$ cat src/design/crops_consts.vh
// Constants for the call/return operand-size sequencer.
// Assumes inclusion by bare name from the design files only.
`ifndef CROPS_CONSTS_VH
`define CROPS_CONSTS_VH

// ----------------------------------------
// Transfer kinds
// ----------------------------------------
`define CROPS_KIND_W        2
`define CROPS_KIND_PTR_CALL 2'h0
`define CROPS_KIND_GATE     2'h1
`define CROPS_KIND_INTR     2'h2
`define CROPS_KIND_RETURN   2'h3

// ----------------------------------------
// Prefix decode
// ----------------------------------------
`define CROPS_OPSIZE_PREFIX 8'h66

// ----------------------------------------
// Widths and limits
// ----------------------------------------
`define CROPS_NARROW_MAX    32'h0000ffff
`define CROPS_STEP_NARROW   32'h00000002
`define CROPS_STEP_WIDE     32'h00000004
`define CROPS_CNT_W         5
`define CROPS_CNT_ZERO      5'h00
`define CROPS_CNT_ONE       5'h01
`define CROPS_HALF_ZERO     16'h0000

// ----------------------------------------
// Sequencer states
// ----------------------------------------
`define CROPS_ST_W          3
`define CROPS_ST_IDLE       3'h0
`define CROPS_ST_PUSH_SP    3'h1
`define CROPS_ST_PUSH_PARM  3'h2
`define CROPS_ST_PUSH_IP    3'h3
`define CROPS_ST_POP_IP     3'h4
`define CROPS_ST_POP_IP_W   3'h5
`define CROPS_ST_POP_SP     3'h6
`define CROPS_ST_POP_SP_W   3'h7

`endif

$ cat src/design/crops_ctrl.v
// Operand-size sequencer for calls, gate calls, interrupt entry and returns.
// Assumes a stack memory on the same clock: writes take push_*, reads
// answer pop_data while pop_req stands. Parameter source answers
// param_data combinationally for param_idx in the same cycle.
`timescale 1ns/1ps
`default_nettype none
`include "crops_consts.vh"

module crops_ctrl (
  input  wire        core_clk,             // Core clock, 200 MHz
  input  wire        arst_n,               // Asynchronous reset, active low
  input  wire [7:0]  insn_byte,            // Decoded instruction byte
  input  wire        insn_byte_valid,      // Strobe for insn_byte
  input  wire        xfer_start,           // Start a transfer (pulse)
  input  wire [1:0]  xfer_kind,            // Pointer call, gate, interrupt, return
  input  wire        code_default_32,      // Calling code segment default size
  input  wire        stack_big,            // Stack-segment big flag
  input  wire        gate_is_32,           // Gate type is 32-bit
  input  wire [31:0] gate_offset,          // Destination offset held in gate
  input  wire [4:0]  gate_param_count,     // Gate parameter count field
  input  wire        priv_change,          // Transfer changes privilege level
  input  wire        same_or_more_priv,    // Target level same or more privileged
  input  wire [31:0] ptr_offset,           // Destination offset from pointer
  input  wire [31:0] insn_pointer_wide,    // Return address to save
  input  wire [31:0] stack_ptr_in,         // Stack pointer for the new stack
  input  wire [31:0] outer_stack_ptr,      // Caller stack pointer to save
  input  wire [31:0] param_data,           // Parameter at param_idx
  input  wire [31:0] pop_data,             // Stack read data
  output wire        busy,                 // Transfer in progress
  output wire        done,                 // Transfer finished (pulse)
  output wire        op_size_32,           // Operand size of last transfer
  output wire        push_valid,           // Stack write strobe (pulse)
  output wire [31:0] push_addr,            // Stack write address
  output wire [31:0] push_data,            // Stack write data
  output wire        push_wide,            // Stack write is 32 bits
  output wire        pop_req,              // Stack read strobe (pulse)
  output wire [31:0] pop_addr,             // Stack read address
  output wire        pop_wide,             // Stack read is 32 bits
  output wire [4:0]  param_idx,            // Parameter being copied
  output wire [31:0] stack_ptr_out,        // Current stack pointer
  output wire [31:0] insn_pointer_next,    // Resulting instruction pointer
  output wire        ret_addr_truncated,   // Interrupt return address lost upper bits
  output wire        stack_upper_undef     // Upper stack pointer half unreliable
);

  // ----------------------------------------
  // Decode helpers
  // ----------------------------------------
  function is_prefix;
    input [7:0] b;
    begin
      is_prefix = (b == `CROPS_OPSIZE_PREFIX);
    end
  endfunction

  function [31:0] narrow_to_size;
    input [31:0] v;
    input        wide;
    begin
      narrow_to_size = wide ? v : {`CROPS_HALF_ZERO, v[15:0]};
    end
  endfunction

  function [31:0] stack_addr;
    input [31:0] sp;
    input        big;
    begin
      stack_addr = big ? sp : {`CROPS_HALF_ZERO, sp[15:0]};
    end
  endfunction

  // ----------------------------------------
  // State
  // ----------------------------------------
  reg [`CROPS_ST_W-1:0]  state_reg;
  reg [`CROPS_ST_W-1:0]  state_next;
  reg                    prefix_reg;
  reg                    size32_reg;
  reg                    priv_reg;
  reg [`CROPS_CNT_W-1:0] cnt_reg;
  reg [`CROPS_CNT_W-1:0] param_idx_reg;
  reg [31:0]             sp_reg;
  reg [31:0]             target_reg;
  reg [31:0]             ret_ip_reg;
  reg [31:0]             outer_sp_reg;
  reg                    narrow_gate_call_reg;
  reg                    busy_reg;
  reg                    done_reg;
  reg                    push_valid_reg;
  reg [31:0]             push_addr_reg;
  reg [31:0]             push_data_reg;
  reg                    push_wide_reg;
  reg                    pop_req_reg;
  reg [31:0]             pop_addr_reg;
  reg                    pop_wide_reg;
  reg [31:0]             ip_out_reg;
  reg                    trunc_reg;
  reg                    undef_reg;

  wire        start_size32;
  wire        is_gate_kind;
  wire        dir_push;
  wire [31:0] sp_adj;

  // Prefix reverses the code default; gates and interrupts ignore it
  assign is_gate_kind = (xfer_kind == `CROPS_KIND_GATE) ||
                        (xfer_kind == `CROPS_KIND_INTR);
  assign start_size32 = is_gate_kind ? gate_is_32
                                     : (code_default_32 ^ prefix_reg);
  assign dir_push = (state_reg == `CROPS_ST_PUSH_SP) ||
                    (state_reg == `CROPS_ST_PUSH_PARM) ||
                    (state_reg == `CROPS_ST_PUSH_IP);

  crops_sp_adj u_sp_adj (
    .sp_in     (sp_reg),
    .stack_big (stack_big),
    .item_wide (size32_reg),
    .dir_push  (dir_push),
    .sp_out    (sp_adj)
  );

  // ----------------------------------------
  // Next state
  // ----------------------------------------
  always @* begin
    state_next = state_reg;
    case (state_reg)
      `CROPS_ST_IDLE: begin
        if (xfer_start) begin
          if (xfer_kind == `CROPS_KIND_RETURN) begin
            state_next = `CROPS_ST_POP_IP;
          end else if (priv_change) begin
            state_next = `CROPS_ST_PUSH_SP;
          end else begin
            state_next = `CROPS_ST_PUSH_IP;
          end
        end
      end
      `CROPS_ST_PUSH_SP: begin
        state_next = (cnt_reg != `CROPS_CNT_ZERO) ? `CROPS_ST_PUSH_PARM
                                                 : `CROPS_ST_PUSH_IP;
      end
      `CROPS_ST_PUSH_PARM: begin
        if (param_idx_reg == cnt_reg - `CROPS_CNT_ONE) begin
          state_next = `CROPS_ST_PUSH_IP;
        end
      end
      `CROPS_ST_PUSH_IP:   state_next = `CROPS_ST_IDLE;
      `CROPS_ST_POP_IP:    state_next = `CROPS_ST_POP_IP_W;
      `CROPS_ST_POP_IP_W: begin
        state_next = priv_reg ? `CROPS_ST_POP_SP : `CROPS_ST_IDLE;
      end
      `CROPS_ST_POP_SP:    state_next = `CROPS_ST_POP_SP_W;
      `CROPS_ST_POP_SP_W:  state_next = `CROPS_ST_IDLE;
      default:             state_next = `CROPS_ST_IDLE;
    endcase
  end

  // ----------------------------------------
  // Prefix tracking
  // ----------------------------------------
  // A prefix seen in the start cycle belongs to the next instruction,
  // so the set wins over the clear by the consuming start.
  always @(posedge core_clk or negedge arst_n) begin
    if (!arst_n) begin
      prefix_reg <= 1'b0;
    end else if (insn_byte_valid && is_prefix(insn_byte)) begin
      prefix_reg <= 1'b1;
    end else if (xfer_start && state_reg == `CROPS_ST_IDLE) begin
      prefix_reg <= 1'b0;
    end
  end

  // ----------------------------------------
  // Datapath
  // ----------------------------------------
  always @(posedge core_clk or negedge arst_n) begin
    if (!arst_n) begin
      state_reg            <= `CROPS_ST_IDLE;
      size32_reg           <= 1'b0;
      priv_reg             <= 1'b0;
      cnt_reg              <= `CROPS_CNT_ZERO;
      param_idx_reg        <= `CROPS_CNT_ZERO;
      sp_reg               <= 32'h00000000;
      target_reg           <= 32'h00000000;
      ret_ip_reg           <= 32'h00000000;
      outer_sp_reg         <= 32'h00000000;
      narrow_gate_call_reg <= 1'b0;
      busy_reg             <= 1'b0;
      done_reg             <= 1'b0;
      push_valid_reg       <= 1'b0;
      push_addr_reg        <= 32'h00000000;
      push_data_reg        <= 32'h00000000;
      push_wide_reg        <= 1'b0;
      pop_req_reg          <= 1'b0;
      pop_addr_reg         <= 32'h00000000;
      pop_wide_reg         <= 1'b0;
      ip_out_reg           <= 32'h00000000;
      trunc_reg            <= 1'b0;
      undef_reg            <= 1'b0;
    end else begin
      state_reg      <= state_next;
      done_reg       <= 1'b0;
      push_valid_reg <= 1'b0;
      pop_req_reg    <= 1'b0;
      case (state_reg)
        `CROPS_ST_IDLE: begin
          if (xfer_start) begin
            busy_reg     <= 1'b1;
            size32_reg   <= start_size32;
            priv_reg     <= priv_change;
            sp_reg       <= stack_ptr_in;
            ret_ip_reg   <= insn_pointer_wide;
            outer_sp_reg <= outer_stack_ptr;
            param_idx_reg <= `CROPS_CNT_ZERO;
            trunc_reg    <= 1'b0;
            undef_reg    <= 1'b0;
            // Only call gates copy parameters, and only across levels
            cnt_reg <= (xfer_kind == `CROPS_KIND_GATE && priv_change) ?
                       gate_param_count : `CROPS_CNT_ZERO;
            // Gate offset is cut to the gate size; a pointer offset to the operand size
            target_reg <= is_gate_kind ?
                          narrow_to_size(gate_offset, gate_is_32)
                        : narrow_to_size(ptr_offset, start_size32);
            if (xfer_kind == `CROPS_KIND_GATE) begin
              narrow_gate_call_reg <= code_default_32 && !gate_is_32 &&
                                      same_or_more_priv;
            end
            if (xfer_kind == `CROPS_KIND_INTR && !gate_is_32 &&
                insn_pointer_wide > `CROPS_NARROW_MAX) begin
              trunc_reg <= 1'b1;
            end
          end
        end
        `CROPS_ST_PUSH_SP: begin
          sp_reg         <= sp_adj;
          push_valid_reg <= 1'b1;
          push_addr_reg  <= stack_addr(sp_adj, stack_big);
          push_data_reg  <= narrow_to_size(outer_sp_reg, size32_reg);
          push_wide_reg  <= size32_reg;
        end
        `CROPS_ST_PUSH_PARM: begin
          // Count unit is the gate's item size: word or doubleword
          sp_reg         <= sp_adj;
          push_valid_reg <= 1'b1;
          push_addr_reg  <= stack_addr(sp_adj, stack_big);
          push_data_reg  <= narrow_to_size(param_data, size32_reg);
          push_wide_reg  <= size32_reg;
          param_idx_reg  <= param_idx_reg + `CROPS_CNT_ONE;
        end
        `CROPS_ST_PUSH_IP: begin
          sp_reg         <= sp_adj;
          push_valid_reg <= 1'b1;
          push_addr_reg  <= stack_addr(sp_adj, stack_big);
          // Narrow save drops upper pointer bits; ret_addr_truncated flags it for interrupts only
          push_data_reg  <= narrow_to_size(ret_ip_reg, size32_reg);
          push_wide_reg  <= size32_reg;
          ip_out_reg     <= target_reg;
          busy_reg       <= 1'b0;
          done_reg       <= 1'b1;
        end
        `CROPS_ST_POP_IP: begin
          // Return trusts software to match the call's size
          pop_req_reg  <= 1'b1;
          pop_addr_reg <= stack_addr(sp_reg, stack_big);
          pop_wide_reg <= size32_reg;
          sp_reg       <= sp_adj;
        end
        `CROPS_ST_POP_IP_W: begin
          ip_out_reg <= narrow_to_size(pop_data, size32_reg);
          if (!priv_reg) begin
            busy_reg  <= 1'b0;
            done_reg  <= 1'b1;
            undef_reg <= narrow_gate_call_reg && stack_big;
            narrow_gate_call_reg <= 1'b0;
          end
        end
        `CROPS_ST_POP_SP: begin
          pop_req_reg  <= 1'b1;
          pop_addr_reg <= stack_addr(sp_reg, stack_big);
          pop_wide_reg <= size32_reg;
          sp_reg       <= sp_adj;
        end
        `CROPS_ST_POP_SP_W: begin
          // Narrow pop restores the low half only; upper half is stale
          sp_reg   <= size32_reg ? pop_data
                                 : {sp_reg[31:16], pop_data[15:0]};
          busy_reg <= 1'b0;
          done_reg <= 1'b1;
          narrow_gate_call_reg <= 1'b0;
        end
        default: begin
          busy_reg <= 1'b0;
        end
      endcase
    end
  end

  // ----------------------------------------
  // Outputs
  // ----------------------------------------
  assign busy               = busy_reg;
  assign done               = done_reg;
  assign op_size_32         = size32_reg;
  assign push_valid         = push_valid_reg;
  assign push_addr          = push_addr_reg;
  assign push_data          = push_data_reg;
  assign push_wide          = push_wide_reg;
  assign pop_req            = pop_req_reg;
  assign pop_addr           = pop_addr_reg;
  assign pop_wide           = pop_wide_reg;
  assign param_idx          = param_idx_reg;
  assign stack_ptr_out      = sp_reg;
  assign insn_pointer_next  = ip_out_reg;
  assign ret_addr_truncated = trunc_reg;
  assign stack_upper_undef  = undef_reg;

endmodule // crops_ctrl
`default_nettype wire

$ cat src/design/crops_sp_adj.v
// Stack pointer adjuster for one pushed or popped item.
// Assumes the caller registers the result; purely combinational.
`timescale 1ns/1ps
`default_nettype none
`include "crops_consts.vh"

module crops_sp_adj (
  input  wire [31:0] sp_in,      // Current stack pointer value
  input  wire        stack_big,  // Stack-segment big flag
  input  wire        item_wide,  // Item is 32 bits
  input  wire        dir_push,   // 1 push (decrement), 0 pop
  output reg  [31:0] sp_out      // Adjusted stack pointer
);

  reg [31:0] step;
  reg [31:0] full;

  always @* begin
    step = item_wide ? `CROPS_STEP_WIDE : `CROPS_STEP_NARROW;
    full = dir_push ? (sp_in - step) : (sp_in + step);
    // Narrow pointer wraps in 16 bits; upper half left untouched
    if (stack_big) begin
      sp_out = full;
    end else begin
      sp_out = {sp_in[31:16], full[15:0]};
    end
  end

endmodule // crops_sp_adj
`default_nettype wire

$ cat config.mk
export PLATFORM = sky130hd
export DESIGN_NAME = crops_ctrl
export DESIGN_NICKNAME = d
export VERILOG_FILES = /design/src/design/crops_ctrl.v /design/src/design/crops_sp_adj.v
export VERILOG_INCLUDE_DIRS = /design/src /design/src/design
export SDC_FILE = /design/constraint.sdc
export NUM_CORES = 1
export LEC_CHECK = 0
export ABC_AREA = 1
export BUFFER_PORTS_ARGS = -buffer_cell sky130_fd_sc_hd__buf_2
export CORE_MARGIN = 3
export CORE_UTILIZATION = 35
export CTS_BUF_LIST = sky130_fd_sc_hd__clkbuf_8
export CTS_CLUSTER_DIAMETER = 60
export DETAILED_ROUTE_END_ITERATION = 10
export GPL_ROUTABILITY_DRIVEN = 0
export GPL_TIMING_DRIVEN = 0
export PLACE_DENSITY = 0.59
export SYNTH_ARGS = -nofsm -noshare
export SYNTH_HDL_FRONTEND = slang
export SYNTH_SLANG_ARGS = --single-unit
$ cat constraint.sdc
create_clock -name core_clk -period 4.1 [get_ports core_clk]
set_input_delay 0.41 -clock core_clk [delete_from_list [all_inputs] [get_ports core_clk]]
set_output_delay 0.41 -clock core_clk [all_outputs]
set_load 0.02 [all_outputs]
==> summary.txt, run 1 <==
Post-Synth XOR/XNOR Area - 0.0115
Crit path launch - state_reg[0]
Worst-margin pin slew - 0.854 ns
Pwr per Cell Area - 972 nW/um2
Crit path DAT - 4.15 ns
Layout fillers - 4384
Final nets - 2924
Syn Nets - 2362
Multiplexer area fraction after synthesis - 0
Period utilization - 0.888
Synth Area in Compound Gates - 0.129
Initial antenna violation count - 8
Sw Share - 0.524
Post-Synth Adder-Cell Area - 0.0296
Sequential area share after synthesis - 0.462
Final worst slack - 0.461 ns
Overall die width - 214 um
P_sw - 0.0102 W
Cell variety after synth - 43
Max-Cap Viols - 0
CTS clk-pin slew, worst paths - 0.07 ns
Minimum clock period - 3.64 ns
Part of the power in registers - 0.259
FP Rows - 75
Avg Vias per Cell - 4.88
Outcome - finished clean
Vias - 15900
Worst Path Class, Setup - reg -> reg
Placed cells - 3078
Worst Path Required - 4.61 ns
TritonCTS buffer count - 51
Gate power share - 0.606
Min-delay worst type - in -> reg
Largest family of logic cells by synthesized area - simple AND/OR/NAND/NOR gates
Post-synth ARST share - 1.00
First-pass detailed-route iteration total - 5
Die area - 46000 um2
Fin. Hold Viols - 0
Final std cells w/o fill - 3261
Leftover overflow at the end of global routing - 0
CP Capture Type - flop
Prevailing post-synth register cell - dfrtp_1
Starting Density - 0.358
CP max FO - 38
Largest net degree at the start of global routing - 105
Register area - 7030 um2
Syn Inst Count - 2078
First-pass GRT wire length - 90800 um
Hold Slack - 0.0326 ns
Number of global-route vias before repair - 15900
R2R depth - 16
Initial DRC count - 1069
Placed cell area - 18100 um2
CTS Sinks - 281
Final wirelength - 59500 um
Clock share of power - 0.135
Total GRT Usage - 0.252
Post-Syn Area per Cell - 7.32 um2
Clock tree buffer depth - 3
Die height - 214 um
Reg-to-reg startpoint - state_reg[0]
Mapped cell area - 15200 um2
Simple-Gate Fraction of Synth Area - 0.279
YS warnings - 0
Share of cells above drive strength 1 - 0.206
Fin. max-slew vios - 0
Root Buffer - clkbuf_8
Layout area overhead - 31.5%
IO buf count - 421
Peak VDD IR - 372 uV
Slew HR - 0.431
FF-to-FF End - stack_ptr_out[28]
TritonCTS clock tree - built
Pre-CTS WS - 0.0600 ns
Htree depth - 2
Hpwl dp - 46500 um
Yosys reg bits - 281
Post-synth EDFFs - 0
WHS Path Cells - 3
Fmax - 275 MHz
Reg-to-reg slack, setup - 0.46 ns
RSZ-0062 raised after global routing - false
Antenna Violating Nets Remaining - 0
Leak - 11.1 nW
Clock skew - 0.0266 ns
Multi-input gate area - 6830 um2
Startpoint type of the worst setup path - flop
Final Setup Violations - 0
Routed length per instance - 18.3 um
Core area - 42400 um2
Post-route design area - 20000 um2
Post-CTS Setup Bufs - 0
Int Pwr - 0.00925 W
Clock Latency Late Sink - 0.64 ns
Critical Path End - stack_ptr_out[28]
Drc violations - 0
I/O pin cnt - 422
how the worst min path moves through the flow:
stage | from | endpoint | slack [ns]
floorplan | arst_n | busy | 0.11
global placement | pop_addr[14] | pop_addr[14] | 0.45
detailed placement | push_addr[2] | push_addr[2] | 0.46
CTS | ptr_offset[23] | target_reg[23] | 0.000005
global route | gate_param_count[4] | cnt_reg[4] | 0.03
finish | gate_param_count[4] | cnt_reg[4] | 0.03
power groups by stage:
stage	registers, W	logic (W)	clock network [W]
global placement	0.00503	0.0115	0
finish	0.00503	0.0118	0.00263
CTS	0.00502	0.0117	0.00270
detailed placement	0.00505	0.0116	0
global route	0.00516	0.0132	0.00282
floorplan	0.00575	0.00695	0
what timing repair did:
| item | 4_1_cts | 5_1_grt |
|---|---|---|
| setup endpoints to repair | 0 | 31 |
| gates resized for setup | 0 | 4 |
| hold buffers | 87 | 0 |
| endpoints found under the hold margin | 178 | 0 |
area by class of cell:
| type | count | area share |
|---|---|---|
| Inverter | 246 | 0.0462 |
| Clock inverter | 28 | 0.00620 |
| Buffer | 95 | 0.0210 |
| Timing Repair Buffer | 510 | 0.152 |
| Multi-Input combinational cell | 1455 | 0.342 |
| Sequential cell | 281 | 0.352 |
| Tap cell | 577 | 0.0361 |
| Antenna cell | 5 | 0.000626 |
| Clock buffer | 64 | 0.0441 |
kinds of logic (layout without fill, tap and decap cells):
kind of cell,Yosys count,in the layout
fa+ha+maj,36,36
compound gates,329,329
buf+inv,342,943
xor+xnor,20,20
simple gates,1070,1070
flops,281,281
other cells,0,5
synth_stat cells, drive strengths merged (29+ instances only):
| library cell | instances | area, um2 |
|---|---|---|
| inv | 244 | 916 |
| clkbuf | 52 | 195 |
| o21ai | 115 | 576 |
| nand3 | 113 | 566 |
| ha | 36 | 450 |
| buf | 44 | 223 |
| dfrtp | 281 | 7030 |
| o31ai | 29 | 218 |
| o211ai | 40 | 300 |
| nand2 | 824 | 3100 |
| nor2 | 110 | 447 |
| a21oi | 83 | 419 |
routing by layer:
metal / part of all wire / wire length [um] / GRT usage / up-vias
li1: - / - / - / 7769
met2: 0.48 / 28800 / 0.435 / 607
met1: 0.40 / 24000 / 0.304 / 7409
met4: 0.040 / 2350 / 0.101 / 6
met3: 0.073 / 4350 / 0.0591 / 134
met5: 0.00050 / 30 / 0 / -
critical path: stages, from the launching register on:
cell,delay [ns]
dfrtp_1,0.45
nor2_1,0.13
nor2_2,0.47
clkbuf_4,0.61
ha_1,0.38
nand2_1,0.14
inv_1,0.07
a21oi_1,0.23
nand3_1,0.28
nand2_1,0.21
nand2_1,0.08
nand2_1,0.08
nand3_1,0.09
nand3_1,0.10
nand2_1,0.05
nand2_1,0.07
nand2_1,0.04
placed cells by master (no fill, tap or decap), types with 2 or more instances in the layout:
cell and n:
nor2_2 4, o31ai_1 29, clkbuf_1 49, buf_2 451
o211ai_1 40, a22o_1 2, xor2_1 13, clkinv_1 2
dfrtp_1 281, buf_1 9, a31oi_1 20, nand2_1 823
diode_2 5, o21ai_0 109, a21o_1 3, nor2_1 104
nand4_1 6, a21oi_1 82, o22ai_1 2, o21bai_1 3
or2_2 2, and2_1 4, dlygate4sd3_1 87, clkbuf_8 64
nand3_1 113, buf_4 3, ha_1 36, a22oi_1 25
buf_16 2, clkinv_2 4, xnor2_1 7, nor3_1 6
inv_2 11, o21ai_1 6, inv_1 254, inv_6 2
nor4_1 5
through the flow:
stage / util / TNS (ns) / power (W)
5_1_grt: 0.471 / 0 / 0.0211
6_report: 0.471 / 0 / 0.0194
2_1_floorplan: - / 0 / 0.0127
3_5_place_dp: 0.427 / 0 / 0.0167
4_1_cts: 0.471 / 0 / 0.0195
3_3_place_gp: 0.425 / -789.89 / 0.0165
(Power assumes the default switching activity.)
==> run 2, diff against run 1 <==
- SYNTH_HIERARCHICAL: unset -> 1
==> summary.txt, run 2 <==
Outcome - finished clean (unchanged)
Drc violations - 0 (unchanged)
Slew HR - 0.505 (was 0.431)
Synth Area in Compound Gates - 0.132 (was 0.129)
Prevailing post-synth register cell - dfrtp_1 (unchanged)
Reg-to-reg slack, setup - 0.56 ns (was 0.46 ns)
Max-Cap Viols - 0 (unchanged)
Clock tree buffer depth - 3 (unchanged)
Hold Slack - 0.0658 ns (was 0.0326 ns)
Slowest CP cell - dfrtp_1 (was clkbuf_4)
Syn Nets - 2359 (was 2362)
Crit path DAT - 4.02 ns (was 4.15 ns)
Leftover overflow at the end of global routing - 0 (unchanged)
TritonCTS clock tree - built (unchanged)
Yosys reg bits - 281 (unchanged)
Post-synth top area share - 0.458 (was 0.462)
Total GRT Usage - 0.249 (was 0.252)
Fin. Hold Viols - 0 (unchanged)
CP max FO - 30 (was 38)
CTS Sinks - 281 (unchanged)
Min-delay worst type - in -> reg (unchanged)
First-pass GRT wire length - 90500 um (was 90800 um)
RSZ-0062 raised after global routing - false (unchanged)
Final nets - 2904 (was 2924)
Initial DRC count - 1072 (was 1069)
Number of global-route vias before repair - 16100 (was 15900)
Most frequent cells in the layout - 747 x nand2_1, 451 x buf_2, 281 x inv_1, 281 x dfrtp_1, 175 x o21ai_0 (was 823 x nand2_1, 451 x buf_2, 281 x dfrtp_1, 254 x inv_1, 113 x nand3_1)
Final Setup Violations - 0 (unchanged)
Synth area leaders - dfrtp_1 46%, nand2_1 18%, inv_1 6.5% (was dfrtp_1 46%, nand2_1 20%, inv_1 5.8%)
Commonest non-fill, non-tap cell in the layout - nand2_1 (unchanged)
Largest net degree at the start of global routing - 118 (was 105)
Fmax - 283 MHz (was 275 MHz)
Post-Synth XOR/XNOR Area - 0.0103 (was 0.0115)
Sequential area share after synthesis - 0.458 (was 0.462)
Mapped cell area - 15400 um2 (was 15200 um2)
Post-CTS Setup Bufs - 0 (unchanged)
Hpwl dp - 45800 um (was 46500 um)
Crit-path max cell delay - 0.51 ns (was 0.61 ns)
Minimum clock period - 3.54 ns (was 3.64 ns)
Clock Latency Late Sink - 0.62 ns (was 0.64 ns)
Clock skew - 0.0201 ns (was 0.0266 ns)
Post-Synth Adder-Cell Area - 0.0293 (was 0.0296)
Worst-margin pin slew - 0.738 ns (was 0.854 ns)
First-pass detailed-route iteration total - 5 (unchanged)
Overall die width - 215 um (was 214 um)
Initial antenna violation count - 10 (was 8)
Post-Syn Area per Cell - 7.40 um2 (was 7.32 um2)
Fin. max-slew vios - 0 (unchanged)
R2R depth - 19 (was 16)
FP Rows - 76 (was 75)
WHS Path Cells - 3 (unchanged)
Root Buffer - clkbuf_8 (unchanged)
Synth area leader - dfrtp_1 (unchanged)
Largest family of logic cells by synthesized area - simple AND/OR/NAND/NOR gates (unchanged)
WHS Endpoint - insn_pointer_next[30] (was cnt_reg[4])
Leak - 10.9 nW (was 11.1 nW)
Reg-to-reg startpoint - state_reg[0] (unchanged)
Multiplexer area fraction after synthesis - 0 (unchanged)
Avg Vias per Cell - 4.93 (was 4.88)
CTS clk-pin slew, worst paths - 0.06 ns (was 0.07 ns)
Worst Path Class, Setup - reg -> reg (unchanged)
Period utilization - 0.862 (was 0.888)
Most frequent cell after synthesis - nand2_1 (unchanged)
Pwr per Cell Area - 883 nW/um2 (was 972 nW/um2)
Die height - 215 um (was 214 um)
Simple-Gate Fraction of Synth Area - 0.274 (was 0.279)
Worst Path Required - 4.58 ns (was 4.61 ns)
Die area - 46400 um2 (was 46000 um2)
Cell variety after synth - 39 (was 43)
FF-to-FF End - stack_ptr_out[27] (was stack_ptr_out[28])
Antenna Violating Nets Remaining - 0 (unchanged)
Final std cells w/o fill - 3240 (was 3261)
Post-synth top cells - 747 x nand2_1, 281 x dfrtp_1, 267 x inv_1, 175 x o21ai_0, 135 x nand3_1 (was 823 x nand2_1, 281 x dfrtp_1, 233 x inv_1, 113 x nand3_1, 109 x o21ai_0)
CP Capture Type - flop (unchanged)
Syn Inst Count - 2075 (was 2078)
Post-synth EDFFs - 0 (unchanged)
Placed cells - 3083 (was 3078)
Routed length per instance - 18.2 um (was 18.3 um)
Peak VDD IR - 345 uV (was 372 uV)
Starting Density - 0.356 (was 0.358)
Share of cells above drive strength 1 - 0.219 (was 0.206)
Vias - 16000 (was 15900)
Post-synth ARST share - 1.00 (unchanged)
IO buf count - 420 (was 421)
TritonCTS buffer count - 51 (unchanged)
Startpoint type of the worst setup path - flop (unchanged)
Final wirelength - 59000 um (was 59500 um)
I/O pin cnt - 422 (unchanged)
YS warnings - 6 (was 0)
Htree depth - 2 (unchanged)
Core area - 43200 um2 (was 42400 um2)
Layout area overhead - 29.9% (was 31.5%)
Cell chain of the critical path - nor2_2 > nor2_4 > clkbuf_2 > buf_12 > inv_1 > nor2_1 > ha_1 > nand2_1 > nand3_2 > nand3_1 > nand3_1 > nand2_1 > nand4_1 > nand3_1 > nand2_1 > nand2_1 > nand3_1 > o211ai_1 > o21ai_1 (was nor2_1 > nor2_2 > clkbuf_4 > ha_1 > nand2_1 > inv_1 > a21oi_1 > nand3_1 > nand2_1 > nand2_1 > nand2_1 > nand3_1 > nand3_1 > nand2_1 > nand2_1 > nand2_1)
Hold Startpoint - pop_data[30] (was gate_param_count[4])
## run 2: cell count changes in the layout (fill, tap and decap cells not counted), sizes merged, moves of 6 or more
cell,change
a21oi,-42
a22o,+13
a22oi,-9
a31oi,-20
a41oi,+16
dlygate4sd3,-18
inv,+21
nand2,-60
nand3,+26
nor2,-6
o211ai,+11
o21ai,+80
o31ai,-28
## run 2: how the worst max path moves through the flow
| stage | slack, ns | startpoint | depth (start not counted) | endpoint |
|---|---|---|---|---|
| 6_report | 0.56 | state_reg[0] | 19 | stack_ptr_out[27] |
| 5_1_grt | 0.22 | state_reg[0] | 19 | stack_ptr_out[27] |
| 4_1_cts | 0.56 | state_reg[0] | 21 | stack_ptr_out[22] |
| 3_5_place_dp | 0.60 | state_reg[0] | 21 | stack_ptr_out[22] |
| 3_3_place_gp | -2.80 | arst_n | 1 | push_addr[19] |
| 2_1_floorplan | 0.71 | state_reg[0] | 18 | stack_ptr_out[31] |
## run 2: worst max-delay path, delay by kind of cell, from the launching register on
| kind | cells | cell delay [ns] |
|---|---|---|
| buffers and inverters | 3 | 0.74 |
| DFF | 1 | 0.51 |
| AOI/OAI and AO/OA | 2 | 0.21 |
| and+or+nand+nor | 13 | 1.61 |
| adders and majority gates | 1 | 0.29 |
## run 2: what timing repair did
item                                    in CTS  in global routing
endpoints found under the hold margin      137                  0
endpoints found under the setup margin       0                  0
resized for setup                            0                  0
hold buffers                                69                  0
## run 2: area by class of cell
type	count	area [um2]
clock buffer	63	867
buffer	96	447
sequential	281	7030
clock inverter	21	98.8
fill	4425	23200
inverter	275	1030
timing repair buffer	492	2880
tap	585	732
antenna	4	10.0
multi-input combinational	1423	6840
## run 2: per-layer routing
layer,vias to the layer above,GRT usage,routed length [um]
met2,562,0.439,28800
met5,-,0,90
met1,7566,0.303,24100
met4,14,0.0800,1940
met3,136,0.0582,4050
li1,7703,-,-
## run 2: logic make-up after synthesis
logic type      count (synthesis)
simple gates                 1025
flops                         281
xor+xnor                       18
buf+inv                       371
compound gates                344
fa+ha+maj                      36
## run 2: where the power goes
group / total, W / internal [W] / switching [W]
logic: 0.00998 / 0.00339 / 0.00659
clock network: 0.00256 / 0.00137 / 0.00119
registers: 0.00507 / 0.00413 / 0.000939
## run 2: stage by stage
step	utilization	setup WS (ns)	total power (W)	setup TNS (ns)	instance area, um2
final	0.462	0.565	0.0176	0	19900
after global routing	0.462	0.215	0.0192	0	19900
after CTS	0.462	0.561	0.0177	0	19900
after detailed placement	0.423	0.600	0.0150	0	18300
after global placement	0.421	-2.80	0.0148	-802.43	18200
after floorplan	-	0.707	0.0116	0	15400
==> run 3, diff against run 2 <==
- ABC_AREA: 1 -> 0
==> summary.txt, run 3 <==
Commonest non-fill, non-tap cell in the layout - buf_2 (was nand2_1)
CP max FO - 21 (was 30)
Syn Inst Count - 1690 (was 2075)
Cell variety after synth - 79 (was 39)
Vias - 14900 (was 16000)
Post-Syn Area per Cell - 8.88 um2 (was 7.40 um2)
Fin. Hold Viols - 0 (unchanged)
CTS clk-pin slew, worst paths - 0.06 ns (about the same)
Drc violations - 0 (unchanged)
Leftover overflow at the end of global routing - 0 (unchanged)
Post-synth EDFFs - 0 (unchanged)
Total GRT Usage - 0.248 (was 0.249)
Worst Path Required - 4.64 ns (was 4.58 ns)
Overall die width - 213 um (was 215 um)
Worst-margin pin slew - 0.781 ns (was 0.738 ns)
Peak VDD IR - 414 uV (was 345 uV)
Worst Path Class, Setup - reg -> reg (unchanged)
Htree depth - 2 (unchanged)
Die height - 213 um (was 215 um)
Largest net degree at the start of global routing - 119 (was 118)
Slew HR - 0.479 (was 0.505)
Final nets - 2527 (was 2904)
Outcome - finished clean (unchanged)
Cell chain of the critical path - buf_6 > o21ai_4 > inv_2 > buf_6 > buf_16 > nor2b_1 > ha_1 > o21ai_1 > a21o_1 > a2111o_1 > a21oi_2 > o311a_1 > nor3_1 > o31ai_4 > o22ai_1 > a221o_1 > o21ai_1 (was nor2_2 > nor2_4 > clkbuf_2 > buf_12 > inv_1 > nor2_1 > ha_1 > nand2_1 > nand3_2 > nand3_1 > nand3_1 > nand2_1 > nand4_1 > nand3_1 > nand2_1 > nand2_1 > nand3_1 > o211ai_1 > o21ai_1)
Clock tree buffer depth - 3 (unchanged)
Setup_tns - 0 ns (unchanged)
CTS Sinks - 281 (unchanged)
Fin util - 0.471 (was 0.462)
Placed cell area - 17900 um2 (was 18300 um2)
First-pass detailed-route iteration total - 5 (unchanged)
Clock Latency Late Sink - 0.64 ns (was 0.62 ns)
Final std cells w/o fill - 2825 (was 3240)
Mapped cell area - 15000 um2 (was 15400 um2)
YS warnings - 6 (unchanged)
Post-synth top area share - 0.468 (was 0.458)
Minimum clock period - 3.98 ns (was 3.54 ns)
Most frequent cell after synthesis - nand2_1 (unchanged)
Slowest CP cell - a2111o_1 (was dfrtp_1)
Share of cells above drive strength 1 - 0.287 (was 0.219)
R2R depth - 17 (was 19)
Reg-to-reg slack, setup - 0.12 ns (was 0.56 ns)
Synth area leader - dfrtp_1 (unchanged)
Hold Startpoint - ptr_offset[26] (was pop_data[30])
Core area - 42100 um2 (was 43200 um2)
Die area - 45400 um2 (was 46400 um2)
WHS Path Cells - 3 (unchanged)
Synth area leaders - dfrtp_1 47%, nand2_1 12%, o21ai_0 3.5% (was dfrtp_1 46%, nand2_1 18%, inv_1 6.5%)
IO buf count - 421 (was 420)
Initial antenna violation count - 11 (was 10)
Placed cells - 2652 (was 3083)
Routed length per instance - 20.3 um (was 18.2 um)
Hpwl dp - 43900 um (was 45800 um)
Min-delay worst type - in -> reg (unchanged)
Most frequent cells in the layout - 468 x buf_2, 460 x nand2_1, 279 x dfrtp_1, 139 x nor2_1, 104 x o21ai_0 (was 747 x nand2_1, 451 x buf_2, 281 x inv_1, 281 x dfrtp_1, 175 x o21ai_0)
Root Buffer - clkbuf_8 (unchanged)
Hold Slack - 0.0515 ns (was 0.0658 ns)
Number of global-route vias before repair - 15200 (was 16100)
Period utilization - 0.971 (was 0.862)
Avg Vias per Cell - 5.26 (was 4.93)
Prevailing post-synth register cell - dfrtp_1 (unchanged)
Pwr per Cell Area - 1030 nW/um2 (was 883 nW/um2)
Final Setup Violations - 0 (unchanged)
Fin. max-slew vios - 0 (unchanged)
Antenna Violating Nets Remaining - 0 (unchanged)
Post-route design area - 19800 um2 (was 19900 um2)
FF-to-FF End - stack_ptr_out[27] (unchanged)
First-pass GRT wire length - 86700 um (was 90500 um)
Syn Nets - 1974 (was 2359)
Post-synth ARST share - 1.00 (unchanged)
Starting Density - 0.356 (about the same)
Yosys reg bits - 281 (unchanged)
CP Capture Type - flop (unchanged)
Crit path DAT - 4.52 ns (was 4.02 ns)
Clock skew - 0.0317 ns (was 0.0201 ns)
Reg-to-reg startpoint - state_reg[0] (unchanged)
Layout area overhead - 32.2% (was 29.9%)
Crit-path max cell delay - 0.54 ns (was 0.51 ns)
TritonCTS clock tree - built (unchanged)
Leak - 9.88 nW (was 10.9 nW)
Max-Cap Viols - 0 (unchanged)
Sequential area share after synthesis - 0.468 (was 0.458)
Layout fillers - 4168 (was 4425)
FP Rows - 75 (was 76)
Fmax - 251 MHz (was 283 MHz)
Startpoint type of the worst setup path - flop (unchanged)
I/O pin cnt - 422 (unchanged)
TritonCTS buffer count - 50 (was 51)
Post-synth top cells - 460 x nand2_1, 281 x dfrtp_1, 139 x nor2_1, 105 x o21ai_0, 71 x a21oi_1 (was 747 x nand2_1, 281 x dfrtp_1, 267 x inv_1, 175 x o21ai_0, 135 x nand3_1)
Initial DRC count - 1167 (was 1072)
WHS Endpoint - target_reg[26] (was insn_pointer_next[30])
Final wirelength - 57400 um (was 59000 um)
-- run 3: changes by cell type in the layout (fill, tap and decap cells not counted), moves of 43 or more --
cell	delta
mux2_2	+43
nand3_1	-101
o21ai_0	-71
o211ai_1	-49
nor2_1	+48
nand2_1	-287
inv_1	-233
mux2i_1	+48
-- run 3: worst max path at each step --
stage	start	to	slack [ns]	cells past startpoint
final	state_reg[0]	stack_ptr_out[27]	0.12	17
after global routing	state_reg[0]	stack_ptr_out[27]	-0.004	17
after CTS	state_reg[0]	stack_ptr_out[20]	0.01	18
after detailed placement	state_reg[0]	stack_ptr_out[25]	-0.96	16
after global placement	arst_n	outer_sp_reg[23]	-2.75	1
after floorplan	state_reg[0]	stack_ptr_out[27]	0.12	18
-- run 3: report_power, final --
| part | switching, W | leakage (nW) | internal (W) |
|---|---|---|---|
| combinational | 0.00777 | 5.83 | 0.00499 |
| clock | 0.00123 | 0.597 | 0.00138 |
| sequential | 0.000981 | 3.45 | 0.00417 |
-- run 3: per-layer routing --
metal / wire length (um) / track usage / vias up
li1: - / - / 6995
met1: 23400 / 0.306 / 7183
met2: 27700 / 0.423 / 545
met3: 4180 / 0.0582 / 126
met4: 2030 / 0.0927 / 18
met5: 115 / 0 / -
-- run 3: logic make-up after synthesis --
kind of cell / Yosys count / synth area share
compound gates: 398 / 0.173
xor+xnor: 29 / 0.0174
fa+ha+maj: 36 / 0.0300
buf+inv: 144 / 0.0488
flops: 281 / 0.468
mux: 92 / 0.0650
simple gates: 710 / 0.198
-- run 3: layout make-up --
cell class	count	area, um2	share of cell area
Antenna cell	2	5.00	0.000252
Buffer	117	662	0.0334
Clock buffer	59	812	0.0409
Clock inverter	34	176	0.00889
Inverter	26	97.6	0.00492
Multi-Input combinational cell	1265	7400	0.373
Sequential cell	281	7030	0.355
Tap cell	539	674	0.0340
Timing Repair Buffer	502	2980	0.150
-- run 3: stage by stage --
step | setup slack (ns) | power [W]
after floorplan | 0.116 | 0.0136
after global placement | -2.75 | 0.0170
after detailed placement | -0.964 | 0.0173
after CTS | 0.0132 | 0.0204
after global routing | -0.00362 | 0.0221
final | 0.121 | 0.0205
-- run 3: critical path, delay by kind of cell, from the launching register on --
| family | cells | cell delay, ns |
|---|---|---|
| buf+inv | 4 | 0.59 |
| flops | 1 | 0.45 |
| compound gates | 10 | 2.29 |
| fa+ha+maj | 1 | 0.34 |
| simple gates | 2 | 0.24 |
-- run 3: timing repair --
item,CTS,global route
hold buffers,74,0
gates resized for setup,32,9
pin swaps,9,8
endpoints found under the hold margin,123,0
setup endpoints to repair,42,16
cloned,1,0
setup buffers,2,2
